`src/inc/thm_pkg.sv`:
```
// Notes on behaviour
// - Dual-NC type: valid only once both inputs were low and then both rose within 0.5 s.
// - Pair type: NC high/NO low is on, NC low/NO high off; valid needs off then on in 0.5 s.
// - Mat inputs add a response time set by the test period pair (current or legacy table).
// - The longer, current response times are used unless the legacy table is selected.
// - The mode selector supports 2 to 8 exclusive modes untested and 2 to 4 modes when tested.
package thm_pkg;
  // Timing figures in their own units.
  localparam int SYS_CLK_HZ = 40000000;
  localparam int TICK_US = 1000;
  localparam int TICK_CYCLES = (SYS_CLK_HZ / 1000000) * TICK_US;
  localparam int SYNC_WINDOW_MS = 500;
  localparam int TICK_CNT_W = 16;
  localparam int MS_CNT_W = 11;
  // Test period codes: 40, 200, 400, 600, 800, 1000 ms.
  localparam logic [2:0] PER_40 = 3'h0;
  localparam logic [2:0] PER_200 = 3'h1;
  localparam logic [2:0] PER_400 = 3'h2;
  localparam logic [2:0] PER_600 = 3'h3;
  localparam logic [2:0] PER_800 = 3'h4;
  localparam logic [2:0] PER_1000 = 3'h5;
  // Mode selector limits.
  localparam int MODE_MAX = 8;
  localparam logic [3:0] MODE_MIN_CNT = 4'h2;
  localparam logic [3:0] MODE_MAX_UNTESTED = 4'h8;
  localparam logic [3:0] MODE_MAX_TESTED = 4'h4;

  typedef enum logic {
    THM_DUAL_NC,
    THM_NC_NO_PAIR
  } thm_type_t;

  typedef enum {
    THM_WAIT_OFF,
    THM_IDLE,
    THM_ARMED,
    THM_ACTIVE,
    THM_LOCKED
  } thm_state_t;

  // Raw contact levels of one two-hand station.
  typedef struct packed {
    logic left_nc;
    logic left_no;
    logic right_nc;
    logic right_no;
  } thm_buttons_t;

  // Mat configuration: periods of both pulse outputs and table choice.
  typedef struct packed {
    logic [2:0] per_one;
    logic [2:0] per_two;
    logic legacy;
  } thm_mat_cfg_t;
endpackage : thm_pkg

```
`src/core/thm_monitor.sv`:
```
`timescale 1ns/1ps
// Two-hand, mat and mode-selector input evaluation.
module thm_monitor
  import thm_pkg::*;
#(
  parameter int TICK_CYCLES_P = thm_pkg::TICK_CYCLES,
  parameter int SYNC_WINDOW_MS_P = thm_pkg::SYNC_WINDOW_MS
) (
  // Clock and reset.
  input wire logic clk_sys_in,
  input wire logic rst_b_in,
  // Two-hand station.
  input wire thm_pkg::thm_type_t two_hand_type_in,
  input wire thm_pkg::thm_buttons_t buttons_in,
  output logic two_hand_valid_out,
  output logic two_hand_sync_fail_out,
  // Safety mat channels, high while released.
  input wire thm_pkg::thm_mat_cfg_t mat_cfg_in,
  input wire logic [1:0] mat_chan_in,
  output logic mat_release_out,
  output logic mat_seq_error_out,
  // Mode selector.
  input wire logic mode_tested_in,
  input wire logic [3:0] mode_count_in,
  input wire logic [thm_pkg::MODE_MAX-1:0] mode_in,
  input wire logic [thm_pkg::MODE_MAX-1:0] mode_pulse_odd_in,
  output logic [thm_pkg::MODE_MAX-1:0] mode_sel_out,
  output logic mode_valid_out,
  output logic mode_cfg_error_out
);
  import thm_pkg::*;

  localparam int IN_W = 6 + MODE_MAX;
  localparam logic [TICK_CNT_W-1:0] TICK_LAST = TICK_CNT_W'(TICK_CYCLES_P - 1);
  localparam logic [MS_CNT_W-1:0] WIN_MS = MS_CNT_W'(SYNC_WINDOW_MS_P);

  logic [IN_W-1:0] pins_sync;
  logic [3:0] btn;
  logic [1:0] mat;
  logic [MODE_MAX-1:0] mode;

  thm_sync2 #(.WIDTH(IN_W)) u_sync (
    .clk_sys_in(clk_sys_in),
    .rst_b_in(rst_b_in),
    .async_in({buttons_in, mat_chan_in, mode_in}),
    .sync_out(pins_sync)
  );
  assign btn = pins_sync[IN_W-1 -: 4];
  assign mat = pins_sync[MODE_MAX +: 2];
  assign mode = pins_sync[MODE_MAX-1:0];

  // Millisecond tick divider.
  logic [TICK_CNT_W-1:0] tick_cnt_reg, tick_cnt_next;
  logic tick;
  always_comb begin
    tick = (tick_cnt_reg == TICK_LAST);
    tick_cnt_next = tick ? '0 : tick_cnt_reg + 1'b1;
  end
  always_ff @(posedge clk_sys_in or negedge rst_b_in) begin
    if (!rst_b_in) begin
      tick_cnt_reg <= '0;
    end else begin
      tick_cnt_reg <= tick_cnt_next;
    end
  end

  // Per-hand on and off decoding.
  logic left_on, right_on, left_off, right_off;
  always_comb begin
    if (two_hand_type_in == THM_DUAL_NC) begin
      left_on = btn[3];
      right_on = btn[1];
      left_off = !btn[3];
      right_off = !btn[1];
    end else begin
      left_on = btn[3] && !btn[2];
      right_on = btn[1] && !btn[0];
      left_off = !btn[3] && btn[2];
      right_off = !btn[1] && btn[0];
    end
  end

  // Two-hand state machine with millisecond window.
  thm_state_t th_state_reg, th_state_next;
  logic [MS_CNT_W-1:0] win_reg, win_next;
  logic fail_reg, fail_next;
  always_comb begin
    th_state_next = th_state_reg;
    win_next = win_reg;
    fail_next = 1'b0;
    case (th_state_reg)
      THM_WAIT_OFF: begin
        if (left_off && right_off) begin
          th_state_next = THM_IDLE;
        end
      end
      THM_IDLE: begin
        win_next = '0;
        if (left_on && right_on) begin
          th_state_next = THM_ACTIVE;
        end else if (left_on || right_on) begin
          th_state_next = THM_ARMED;
        end
      end
      THM_ARMED: begin
        if (left_on && right_on) begin
          th_state_next = THM_ACTIVE;
        end else if (!left_on && !right_on) begin
          th_state_next = THM_WAIT_OFF;
        end else if (win_reg >= WIN_MS) begin
          th_state_next = THM_LOCKED;
          fail_next = 1'b1;
        end else if (tick) begin
          win_next = win_reg + 1'b1;
        end
      end
      THM_ACTIVE: begin
        if (!left_on || !right_on) begin
          th_state_next = THM_WAIT_OFF;
        end
      end
      THM_LOCKED: begin
        if (left_off && right_off) begin
          th_state_next = THM_IDLE;
        end
      end
      default: begin
        th_state_next = THM_WAIT_OFF;
      end
    endcase
  end
  always_ff @(posedge clk_sys_in or negedge rst_b_in) begin
    if (!rst_b_in) begin
      th_state_reg <= THM_WAIT_OFF;
      win_reg <= '0;
      fail_reg <= 1'b0;
    end else begin
      th_state_reg <= th_state_next;
      win_reg <= win_next;
      fail_reg <= fail_next;
    end
  end
  assign two_hand_valid_out = (th_state_reg == THM_ACTIVE);
  assign two_hand_sync_fail_out = fail_reg;

  // Period code to milliseconds.
  function automatic logic [MS_CNT_W-1:0] per_ms(input logic [2:0] code);
    case (code)
      PER_40: per_ms = 11'h028;
      PER_200: per_ms = 11'h0c8;
      PER_400: per_ms = 11'h190;
      PER_600: per_ms = 11'h258;
      PER_800: per_ms = 11'h320;
      default: per_ms = 11'h3e8;
    endcase
  endfunction

  // Response time table; legacy uses the older shorter figures.
  logic [2:0] per_lo, per_hi;
  logic [MS_CNT_W-1:0] resp_ms, min_act_ms;
  always_comb begin
    per_lo = (mat_cfg_in.per_one < mat_cfg_in.per_two) ? mat_cfg_in.per_one
                                                       : mat_cfg_in.per_two;
    per_hi = (mat_cfg_in.per_one < mat_cfg_in.per_two) ? mat_cfg_in.per_two
                                                       : mat_cfg_in.per_one;
    min_act_ms = MS_CNT_W'({per_ms(per_hi), 1'b0});
    if (!mat_cfg_in.legacy) begin
      if (per_lo == per_hi) begin
        resp_ms = per_ms(per_hi);
      end else if (per_lo == PER_40) begin
        resp_ms = 11'h050;
      end else if (per_lo == PER_200) begin
        resp_ms = 11'h190;
      end else begin
        resp_ms = per_ms(per_hi);
      end
    end else begin
      if (per_lo == per_hi) begin
        resp_ms = (per_lo == PER_40) ? 11'h014 : per_ms(per_hi) - 11'h064;
      end else if (per_lo == PER_40) begin
        resp_ms = 11'h028;
      end else if (per_lo == PER_200) begin
        resp_ms = 11'h0c8;
      end else begin
        resp_ms = per_ms(per_lo);
      end
    end
  end

  // Mat: actuation when either channel drops; release delayed by response time.
  logic [MS_CNT_W:0] act_ms_reg, act_ms_next;
  logic [MS_CNT_W-1:0] rel_ms_reg, rel_ms_next;
  logic mat_rel_reg, mat_rel_next;
  logic seq_reg, seq_next;
  logic actuated;
  always_comb begin
    actuated = !(mat[0] && mat[1]);
    act_ms_next = act_ms_reg;
    rel_ms_next = rel_ms_reg;
    mat_rel_next = mat_rel_reg;
    seq_next = seq_reg;
    if (actuated) begin
      mat_rel_next = 1'b0;
      rel_ms_next = '0;
      if (tick && !act_ms_reg[MS_CNT_W]) begin
        act_ms_next = act_ms_reg + 1'b1;
      end
    end else begin
      if (act_ms_reg != '0 && act_ms_reg < {1'b0, min_act_ms}) begin
        seq_next = 1'b1;
      end
      act_ms_next = '0;
      if (seq_reg) begin
        mat_rel_next = 1'b0;
      end else if (rel_ms_reg >= resp_ms) begin
        mat_rel_next = 1'b1;
      end else if (tick) begin
        rel_ms_next = rel_ms_reg + 1'b1;
      end
    end
    // A sequencing error clears once a full-length actuation is seen.
    if (seq_reg && actuated && act_ms_reg >= {1'b0, min_act_ms}) begin
      seq_next = 1'b0;
    end
  end
  always_ff @(posedge clk_sys_in or negedge rst_b_in) begin
    if (!rst_b_in) begin
      act_ms_reg <= '0;
      rel_ms_reg <= '0;
      mat_rel_reg <= 1'b0;
      seq_reg <= 1'b0;
    end else begin
      act_ms_reg <= act_ms_next;
      rel_ms_reg <= rel_ms_next;
      mat_rel_reg <= mat_rel_next;
      seq_reg <= seq_next;
    end
  end
  assign mat_release_out = mat_rel_reg;
  assign mat_seq_error_out = seq_reg;

  // Mode selector: exactly one contact of the configured ones closed.
  logic [MODE_MAX-1:0] mode_sel_next, mode_sel_reg, cfg_mask;
  logic mode_valid_next, mode_valid_reg, cfg_err_next, cfg_err_reg;
  logic [3:0] ones;
  always_comb begin
    cfg_mask = '0;
    ones = '0;
    cfg_err_next = 1'b0;
    if (mode_count_in < MODE_MIN_CNT || mode_count_in > MODE_MAX_UNTESTED ||
        (mode_tested_in && mode_count_in > MODE_MAX_TESTED)) begin
      cfg_err_next = 1'b1;
    end
    for (int i = 0; i < MODE_MAX; i++) begin
      if (4'(i) < mode_count_in) begin
        cfg_mask[i] = 1'b1;
        if (mode_tested_in && (mode_pulse_odd_in[i] != !i[0])) begin
          cfg_err_next = 1'b1;
        end
      end
      ones = ones + {3'h0, mode[i] & cfg_mask[i]};
    end
    mode_valid_next = !cfg_err_next && (ones == 4'h1) && ((mode & ~cfg_mask) == '0);
    mode_sel_next = mode_valid_next ? mode : '0;
  end
  always_ff @(posedge clk_sys_in or negedge rst_b_in) begin
    if (!rst_b_in) begin
      mode_sel_reg <= '0;
      mode_valid_reg <= 1'b0;
      cfg_err_reg <= 1'b0;
    end else begin
      mode_sel_reg <= mode_sel_next;
      mode_valid_reg <= mode_valid_next;
      cfg_err_reg <= cfg_err_next;
    end
  end
  assign mode_sel_out = mode_sel_reg;
  assign mode_valid_out = mode_valid_reg;
  assign mode_cfg_error_out = cfg_err_reg;
endmodule : thm_monitor

```
`src/core/thm_sync2.sv`:
```
`timescale 1ns/1ps
// Two-stage synchroniser for a bank of pin inputs.
module thm_sync2 #(
  parameter int WIDTH = 1
) (
  // Clock and reset.
  input wire logic clk_sys_in,
  input wire logic rst_b_in,
  // Data.
  input wire logic [WIDTH-1:0] async_in,
  output logic [WIDTH-1:0] sync_out
);
  logic [WIDTH-1:0] meta_reg;
  logic [WIDTH-1:0] sync_reg;

  // First stage feeds only the second stage.
  always_ff @(posedge clk_sys_in or negedge rst_b_in) begin
    if (!rst_b_in) begin
      meta_reg <= '0;
      sync_reg <= '0;
    end else begin
      meta_reg <= async_in;
      sync_reg <= meta_reg;
    end
  end

  assign sync_out = sync_reg;
endmodule : thm_sync2

```
`config.mk`:
```
export PLATFORM = sky130hd
export DESIGN_NAME = thm_monitor
export DESIGN_NICKNAME = d
export VERILOG_FILES = /design/src/inc/thm_pkg.sv /design/src/core/thm_monitor.sv /design/src/core/thm_sync2.sv
export SDC_FILE = /design/constraint.sdc
export NUM_CORES = 1
export LEC_CHECK = 0
export BUFFER_PORTS_ARGS = -buffer_cell sky130_fd_sc_hd__buf_2
export CAP_MARGIN = 25
export CORE_MARGIN = 5
export CORE_UTILIZATION = 30
export DETAILED_ROUTE_END_ITERATION = 10
export GPL_ROUTABILITY_DRIVEN = 0
export MAX_ROUTING_LAYER = met4
export PLACE_DENSITY = 0.54
export SLEW_MARGIN = 30
export SYNTH_ARGS = -nofsm -noshare
export SYNTH_HDL_FRONTEND = slang
export SYNTH_HIERARCHICAL = 1
export SYNTH_SLANG_ARGS = --single-unit
```
`constraint.sdc`:
```
create_clock -name clk_sys_in -period 4.5 [get_ports clk_sys_in]
set_input_delay 0.9 -clock clk_sys_in [delete_from_list [all_inputs] [get_ports clk_sys_in]]
set_output_delay 0.9 -clock clk_sys_in [all_outputs]
set_load 0.01 [all_outputs]
```
==> results of run 1 <==
## Yosys cell counts, types with 4 or more instances
cell / count / area, µm²
dfrtp_1: 94 / 2352
nor2_1: 68 / 255.2
nand2_1: 37 / 138.9
inv_1: 36 / 135.1
ha_1: 35 / 437.9
xor2_1: 23 / 201.4
a21oi_1: 21 / 105.1
nand3_1: 21 / 105.1
xnor2_1: 18 / 157.7
o21ai_0: 17 / 85.08
and2_1: 16 / 100.1
clkbuf_1: 14 / 52.55
and3_1: 13 / 81.33
nand4_1: 13 / 81.33
mux2i_1: 12 / 120.1
nor2b_1: 9 / 56.30
a211oi_1: 7 / 52.55
nor3_1: 7 / 35.03
o2111ai_1: 7 / 61.31
a31oi_1: 6 / 37.54
mux2_2: 5 / 56.30
a21boi_0: 4 / 30.03
a21o_1: 4 / 30.03
fa_1: 4 / 80.08
nand2b_1: 4 / 25.02
nor4_1: 4 / 25.02
## cell families (layout without fill, tap and decap cells)
family | Yosys count | in the layout | share of synthesized area (%)
buffers and inverters | 55 | 139 | 3.921
muxes | 17 | 17 | 3.271
AOI/OAI and AO/OA | 96 | 96 | 12.88
and+or+nand+nor | 212 | 212 | 19.86
DFF | 94 | 94 | 43.62
xor gates and xnor gates | 41 | 41 | 6.659
adders and majority gates | 40 | 40 | 9.791
## per-stage QoR
| stage | instances | setup WS, ps | power [µW] |
|---|---|---|---|
| 6_report | 868 | 256.6 | 2034 |
| 2_1_floorplan | 555 | 31.51 | 1202 |
| 3_5_place_dp | 851 | -149.4 | 1346 |
| 4_1_cts | 867 | 187.8 | 2062 |
| 3_3_place_gp | 851 | -105.6 | 1329 |
| 5_1_grt | 868 | 8.025 | 2160 |
## critical path, delay by kind of cell
kind | cells | cell delay (ps)
buffers and inverters | 4 | 480
adder cells (fa/ha/maj) | 3 | 920
AO/OA/AOI/OAI | 8 | 1400
AND/OR/NAND/NOR | 5 | 810
## final timing paths
path / endpoint / slack, ps / from / cells past startpoint
worst max-delay path: rel_ms_reg[8] / 260 / mat_cfg_in[3] / 20
worst min-delay path: u_sync/sync_out[12] / 350 / u_sync/meta_reg[12] / 0
worst max register to register: mode_sel_out[0] / 720 / u_sync/sync_out[0] / 16
worst min register to register: u_sync/sync_out[12] / 350 / u_sync/meta_reg[12] / 0
max in group asynchronous: act_ms_reg[6] / 3180 / rst_b_in / 2
min in group asynchronous: rel_ms_reg[4] / 550 / rst_b_in / 1
## power breakdown
| part | switching [µW] | internal [µW] | total [µW] |
|---|---|---|---|
| Combinational | 250 | 176 | 427 |
| Clock | 323 | 378 | 701 |
| Sequential | 29.0 | 877 | 906 |
| Total | 602 | 1430 | 2030 |
## routing by layer
layer / global-route usage [%] / up-vias / wire length (µm)
li1: - / 2090 / -
met1: 14.78 / 2073 / 5185
met2: 20.68 / 55 / 5923
met3: 1.819 / 10 / 319
met4: 4.014 / 0 / 164
met5: - / - / 0
## cell usage in the layout (no fill, tap or decap), types with 3 or more instances in the layout
cell	count
buf_4	40
a21oi_1	21
o21a_1	3
and3_1	13
clkbuf_16	9
mux2i_1	12
and2_1	16
xor2_1	23
nor3_1	6
buf_2	46
o32a_1	3
or2_2	3
o2111ai_1	7
a21boi_0	4
o21ai_0	17
nor2_1	67
o22ai_1	3
fa_1	4
ha_1	33
inv_1	35
nor4_1	4
nor2b_1	9
nand2_1	37
a21o_1	4
nand2b_1	4
a31oi_1	6
xnor2_1	18
a211oi_1	7
nand4_1	13
mux2_2	5
nand3_1	21
or3_1	3
dfrtp_1	94
## repair_timing
item                                   CTS  global route
buffers inserted                         0             1
endpoints found under the hold margin    0             0
setup endpoints to repair                0             8
gates resized for setup                  0             3
## cell type report
cell class	instances	area share, %
timing repair buffer	87	8.377
clock inverter	6	0.7158
sequential	94	36.37
tap	229	4.430
clock buffer	10	3.540
inverter	36	2.089
multi-input combinational	406	44.48
==> flow_metrics.tcl, run 1 <==
set metrics [dict create \
    hold_slack_ps 348.8 \
    worstHoldPathType "flip-flop to flip-flop" \
    cp-end-kind "flip-flop" \
    yosysSeqAreaShare_pct 43.62 \
    syn_avg_cell_area_um2 9.717 \
    power_density_nw_per_um2 314.4 \
    grt.overflow.total 0 \
    status "completed" \
    worstSetupPathType "input port to flip-flop" \
    synth_seq_cells 94 \
    synth_edf_count 0 \
    drive_gt1_share_pct 19.72 \
    cts_buffers 9 \
    drtIter0Drc 180 \
    final_util_pct 36.25 \
    hold_viol 0 \
    ir_worst_vdd_mv 0.2253 \
    drtPass1Iterations 4 \
    startpoint_type "input port" \
    grt_max_degree 74 \
    synthDistinctLibCells 61 \
    via_count 4228 \
    hold_buffers 0 \
    wl_um 11590 \
    dieWidth_um 144.1 \
    finalSetupTns_ps 0 \
    crit_path_cell_trace "buf_2 -> inv_1 -> ha_1 -> nor3b_2 -> nor3_2 -> buf_4 -> buf_4 -> o31ai_4 -> ha_2 -> nor2_1 -> o21ai_0 -> o311a_1 -> a31oi_1 -> ha_1 -> nand3_1 -> o21bai_1 -> a2111oi_4 -> o211ai_2 -> or3_1 -> a21oi_1" \
    cpMaxStageDelayCell "or3_1" \
    syn_inst 555 \
    finalSetupViolCount 0 \
    design_area_um2 6467 \
    cts_tree "done" \
    p_leak_uw 0.003051 \
    critPathRequiredTime_ps 4750 \
    fillers 1814 \
    clockBufferDepth 2 \
    area_growth_pct 19.93 \
    root_buffer "clkbuf_16" \
    cp_max_fo 9 \
    largest_reg_flops 16 \
    yosysWarnings 6 \
    syn-cell-area_um2 5393 \
    core-area_um2 17840 \
    min_period_ps 4243 \
    regArea_um2 2352 \
    grt_pass1_vias 4256 \
    synth_nets 631 \
    slew_headroom_pct 43.63 \
    max_stage_delay_ps 410 \
    initial_utilization_pct 30.23 \
    min_period_over_period_pct 94.30 \
    diodes 0 \
    routedWlPerCell_um 13.35 \
    fp-row-count 49 \
    viasPerCell 4.871 \
    worstPathArrival_ps 4490 \
    clkSlewWorstSetupHoldPaths_ps 60 \
    async_reset_ff_share_pct 100.0 \
    clock-sinks 94 \
    hpwl_um 8764 \
    synthFlopType "dfrtp_1" \
    htree_levels 3 \
    ant_nets 0 \
    maxCapViolCount 0 \
    clock-skew-final_ps 8.872 \
    multi_input_area_um2 2877 \
    max_freq_ghz 0.2357 \
    grt.total_usage_pct 12.14 \
    worst_pin_slew_ps 844.6 \
    drv_slew 0 \
    die_h_um 144.1 \
    design.die.area_um2 20760 \
    antenna_found_initial 0 \
    final_nets 710 \
    drc 0 \
    rsz0062_at_grt "false" \
    clk_latency_ps 340 \
    io_pins 51 \
    placed_cell_area_um2 6165 \
    grt_pass1_wl_um 20100 \
    portBuffers 47 \
]
(Power assumes the default switching activity.)
==> inputs of run 2 (changes only) <==
CTS_CLUSTER_SIZE = 10   (was unset)
MAX_ROUTING_LAYER = unset   (was met4)
PLACE_DENSITY = 0.56   (was 0.54)
clock period = 3.9 ns   (was 4.5 ns; I/O delays follow)
==> flow_metrics.tcl, run 2 (same netlist as run 1, synthesis figures left out) <==
set metrics [dict create \
    htree_levels 3 \
    die_h_um 144.1 \
    slew_headroom_pct 43.53 \
    core-area_um2 17840 \
    finalSetupTns_ps 0 \
    clkSlewWorstSetupHoldPaths_ps 70 \
    cp-end-kind "flip-flop" \
    fin_cells 891 \
    worst_pin_slew_ps 846.5 \
    grt_pass1_wl_um 20420 \
    min_period_ps 3858 \
    drtPass1Iterations 4 \
    fillers 1751 \
    status "completed" \
    final_nets 733 \
    ant_nets 0 \
    hpwl_um 9037 \
    fp-row-count 49 \
    cpMaxStageDelayCell "a2111oi_4" \
    grt.total_usage_pct 12.05 \
    dieWidth_um 144.1 \
    largest_reg_flops 16 \
    portBuffers 47 \
    maxCapViolCount 0 \
    final_common_cell "dfrtp_1" \
    drive_gt1_share_pct 28.40 \
    clock-sinks 94 \
    rsz0062_at_grt "true" \
    clockBufferDepth 2 \
    cp_max_fo 6 \
    drtIter0Drc 162 \
    grt_max_degree 55 \
    critPathMostFrequentCell "nor3_4" \
    grt_pass1_vias 4451 \
    cts_buffers 9 \
    hold_buffers 0 \
    root_buffer "clkbuf_16" \
    cts_tree "done" \
    via_count 4363 \
    viasPerCell 4.897 \
    worstSetupPathType "input port to flip-flop" \
    drv_slew 0 \
    critPathRequiredTime_ps 4170 \
    initial_utilization_pct 30.23 \
    clock-skew-final_ps 6.792 \
    crit_path_cell_trace "buf_2 -> ha_4 -> nor3b_4 -> nor3_4 -> buf_12 -> mux2_4 -> nor3_4 -> mux2_2 -> o21ai_2 -> ha_1 -> nand2_1 -> nand2_2 -> a2111oi_4 -> o211ai_2 -> or3_1 -> a21oi_2" \
    diodes 0 \
    antenna_found_initial 0 \
    finalSetupViolCount 0 \
    hold_viol 0 \
    max_freq_ghz 0.2592 \
    cp_top_family "simple AND/OR/NAND/NOR gates" \
    worstHoldPathType "flip-flop to flip-flop" \
    worstPathArrival_ps 4120 \
    area_growth_pct 27.77 \
    final_util_pct 38.62 \
    r2r_slack_ps 270 \
    max_stage_delay_ps 390 \
    power_density_nw_per_um2 352.4 \
    final_cell_mix "dfrtp_1, nor2_1, buf_4" \
    startpoint_type "input port" \
    grt.overflow.total 0 \
    power.total_uw 2428 \
    wl_um 12100 \
    design_area_um2 6890 \
    placed_cell_area_um2 6321 \
    io_pins 51 \
    clk_latency_ps 340 \
    routedWlPerCell_um 13.58 \
    min_period_over_period_pct 98.92 \
    path_buf_inv 2 \
    placedCellCount 865 \
    drc 0 \
    design.die.area_um2 20760 \
    p_leak_uw 0.003216 \
    ir_worst_vdd_mv 0.2734 \
]
run 2: cell types whose count changed in the layout (fill, tap and decap cells not counted), moves of 4 or more:
cell / previous run / this run
and2_1: 16 / 12
and2_4: 0 / 4
buf_4: 40 / 58
buf_6: 1 / 6
inv_1: 35 / 31
mux2i_1: 12 / 8
o2111ai_1: 7 / 2
o2111ai_2: 0 / 5
run 2: area by class of cell:
| type | count | area [µm²] | area share [%] |
|---|---|---|---|
| repair buffers | 110 | 758.2 | 11.00 |
| clock inverters | 7 | 48.80 | 0.7082 |
| clock buffers | 9 | 225.2 | 3.269 |
| multi-input cells | 406 | 3077 | 44.65 |
| inverters | 36 | 142.6 | 2.070 |
| flip-flops and latches | 94 | 2352 | 34.14 |
| well taps | 229 | 286.5 | 4.158 |
run 2: timing repair:
item,in CTS,in global routing
pin swaps,18,20
gates cloned,1,0
endpoints found under the setup margin,18,20
setup buffers,5,5
resized for setup,13,37
run 2: final timing paths:
check,startpoint,to,depth (start not counted)
min in group asynchronous,rst_b_in,rel_ms_reg[6],1
worst min-delay path,u_sync/meta_reg[3],u_sync/sync_out[3],0
worst min register to register,u_sync/meta_reg[3],u_sync/sync_out[3],0
worst max-delay path,mat_cfg_in[5],rel_ms_reg[4],16
worst max register to register,u_sync/sync_out[3],mode_sel_out[5],16
max in group asynchronous,rst_b_in,mode_sel_out[7],2
run 2: layer usage:
layer	up-vias	global-route usage, %	part of all wire, %
met5	-	0	0
met2	56	21.04	51
met3	24	1.918	2.3
met4	0	4.906	2.2
met1	2150	14.81	44
li1	2133	-	-
run 2: report_power, final:
part | internal (µW) | total [µW] | switching [µW]
Clock | 434 | 809 | 375
Sequential | 1010 | 1050 | 33.6
Combinational | 256 | 574 | 318
Total | 1700 | 2430 | 726
run 2: metrics by stage:
stage	worst slack, ps	hold WS [ps]
global route	-204.8	353.0
CTS	-19.17	350.8
detailed placement	-492.8	336.3
floorplan	-367.8	331.2
global placement	-422.3	334.0
finish	42.16	349.3
run 2: worst reg2reg max path: cells and delay by family (launching register included):
kind / cells / cell delay, ps
compound gates: 2 / 360
flops: 1 / 400
simple gates: 4 / 450
buf+inv: 5 / 420
fa+ha+maj: 5 / 1940
==> inputs of run 3 (changes only) <==
PLACE_DENSITY = 0.54   (was 0.56)
clock period = 4 ns   (was 3.9 ns; I/O delays follow)
==> flow_metrics.tcl, run 3 (same netlist as run 1, synthesis figures left out) <==
set metrics [dict create \
    io_pins 51 \
    max_stage_delay_ps 540 \
    area_growth_pct 27.26 \
    max_freq_ghz 0.2557 \
    grt_pass1_vias 4505 \
    power.total_uw 2403 \
    dieWidth_um 144.1 \
    core-area_um2 17840 \
    finalSetupViolCount 0 \
    grt.total_usage_pct 12.34 \
    worst_pin_slew_ps 778.3 \
    path_buf_inv 6 \
    grt_max_degree 46 \
    crit_path_cell_trace "buf_8 -> nor2_4 -> nor2b_2 -> fa_1 -> inv_1 -> fa_1 -> fa_1 -> inv_1 -> ha_2 -> inv_2 -> fa_2 -> inv_2 -> nand3_2 -> o22ai_1 -> nand3_1 -> a2111oi_4 -> buf_4 -> and2_4" \
    drc 0 \
    design.die.area_um2 20760 \
    slew_headroom_pct 47.63 \
    cp_max_fo 5 \
    final_nets 727 \
    fin_cells 885 \
    grt_pass1_wl_um 20960 \
    fp-row-count 49 \
    min_period_ps 3911 \
    antenna_found_initial 0 \
    viasPerCell 4.886 \
    setup_slack_ps 88.61 \
    htree_levels 3 \
    clock-sinks 94 \
    root_buffer "clkbuf_16" \
    switching_share_pct 28.82 \
    ant_nets 0 \
    hpwl_um 9134 \
    final_common_cell "dfrtp_1" \
    reg2regPathDepth 16 \
    drtPass1Iterations 4 \
    rsz0062_at_grt "true" \
    grtUsageMet1_pct 15.45 \
    finalSetupTns_ps 0 \
    critPathMostFrequentCell "fa_1" \
    cp-end-kind "flip-flop" \
    worstPathArrival_ps 4190 \
    worstHoldPathType "flip-flop to flip-flop" \
    cp_top_family "adder cells" \
    min_path_cells 0 \
    ir_worst_vdd_mv 0.1691 \
    status "completed" \
    maxCapViolCount 0 \
    initial_utilization_pct 30.23 \
    critPathRequiredTime_ps 4280 \
    power_frac_comb_pct 22.7 \
    cts_tree "done" \
    cts_buffers 9 \
    final_util_pct 38.47 \
    via_count 4324 \
    final_cell_mix "dfrtp_1, nor2_1, buf_4" \
    largest_reg_flops 16 \
    clockBufferDepth 2 \
    dpl_worst_slack_ps -469.1 \
    placedCellCount 864 \
    drive_gt1_share_pct 26.83 \
    drtIter0Drc 148 \
    die_h_um 144.1 \
    p_leak_uw 0.003184 \
    wl_um 12170 \
    clkSlewWorstSetupHoldPaths_ps 70 \
    hold_viol 0 \
    portBuffers 47 \
    clk_latency_ps 340 \
    diodes 0 \
    use_met2_pct 21.44 \
    drv_slew 0 \
    share_clk_of_total_power_pct 34.9 \
    min_period_over_period_pct 97.78 \
    intPower_uw 1710 \
    startpoint_type "input port" \
    worstSetupPathType "input port to flip-flop" \
    p_sw_uw 692.6 \
    power_density_nw_per_um2 350.1 \
    sequentialPowerShare_pct 42.4 \
    use_met3_pct 2.414 \
    routedWlPerCell_um 13.75 \
    crit_cells 18 \
    cpMaxStageDelayCell "fa_1" \
    top_usage_layer "met2" \
    grt.overflow.total 0 \
    clock-skew-final_ps 7.939 \
]
-- run 3: changes by cell type in the layout (fill, tap and decap cells not counted), sizes merged --
cell | previous run | this run
inv | 38 | 37
clkinv | 4 | 3
clkbuf | 9 | 10
buf | 110 | 104
bufinv | 0 | 1
-- run 3: stage by stage --
stage / cell area, µm² / hold WS, ps
5_1_grt: 6863 / 356.8
6_report: 6863 / 348.9
3_5_place_dp: 6314 / 336.4
4_1_cts: 6629 / 351.5
3_3_place_gp: 6314 / 333.6
2_1_floorplan: 5528 / 331.2
-- run 3: path summary, 6_finish.rpt --
path                                          start             endpoint  slack (ps)
worst max register to register   u_sync/sync_out[3]      mode_sel_out[2]         300
worst min-delay path            u_sync/meta_reg[12]  u_sync/sync_out[12]         350
worst max-delay path               mode_count_in[2]      mode_sel_out[2]          90
max in group asynchronous                  rst_b_in      mode_sel_out[4]        2780
min in group asynchronous                  rst_b_in        rel_ms_reg[3]         440
worst min register to register  u_sync/meta_reg[12]  u_sync/sync_out[12]         350
-- run 3: final cells by class --
class | count | area (µm²)
repair buffers | 104 | 725.7
flip-flops and latches | 94 | 2352
clock buffers | 10 | 229.0
clock inverters | 6 | 61.31
well taps | 229 | 286.5
inverters | 36 | 147.6
multi-input cells | 406 | 3060
fillers | 1744 | 10980
-- run 3: what timing repair did --
action	CTS	global route
gates cloned	0	1
hold buffers	0	0
endpoints found under the setup margin	13	21
setup buffers	1	3
gates resized for setup	4	52
pin swaps	12	26
-- run 3: routing by layer --
| layer | wire, µm | up-vias |
|---|---|---|
| met5 | 0 | - |
| met4 | 174 | 0 |
| met3 | 359 | 14 |
| met2 | 6192 | 68 |
| met1 | 5445 | 2113 |
| li1 | - | 2129 |
-- run 3: power by group through the flow --
stage	Clock [µW]	Sequential [µW]	Combinational, µW
floorplan	0	1020	341
global placement	0	1040	487
detailed placement	0	1040	505
CTS	870	1020	511
global route	907	1020	617
finish	838	1020	545
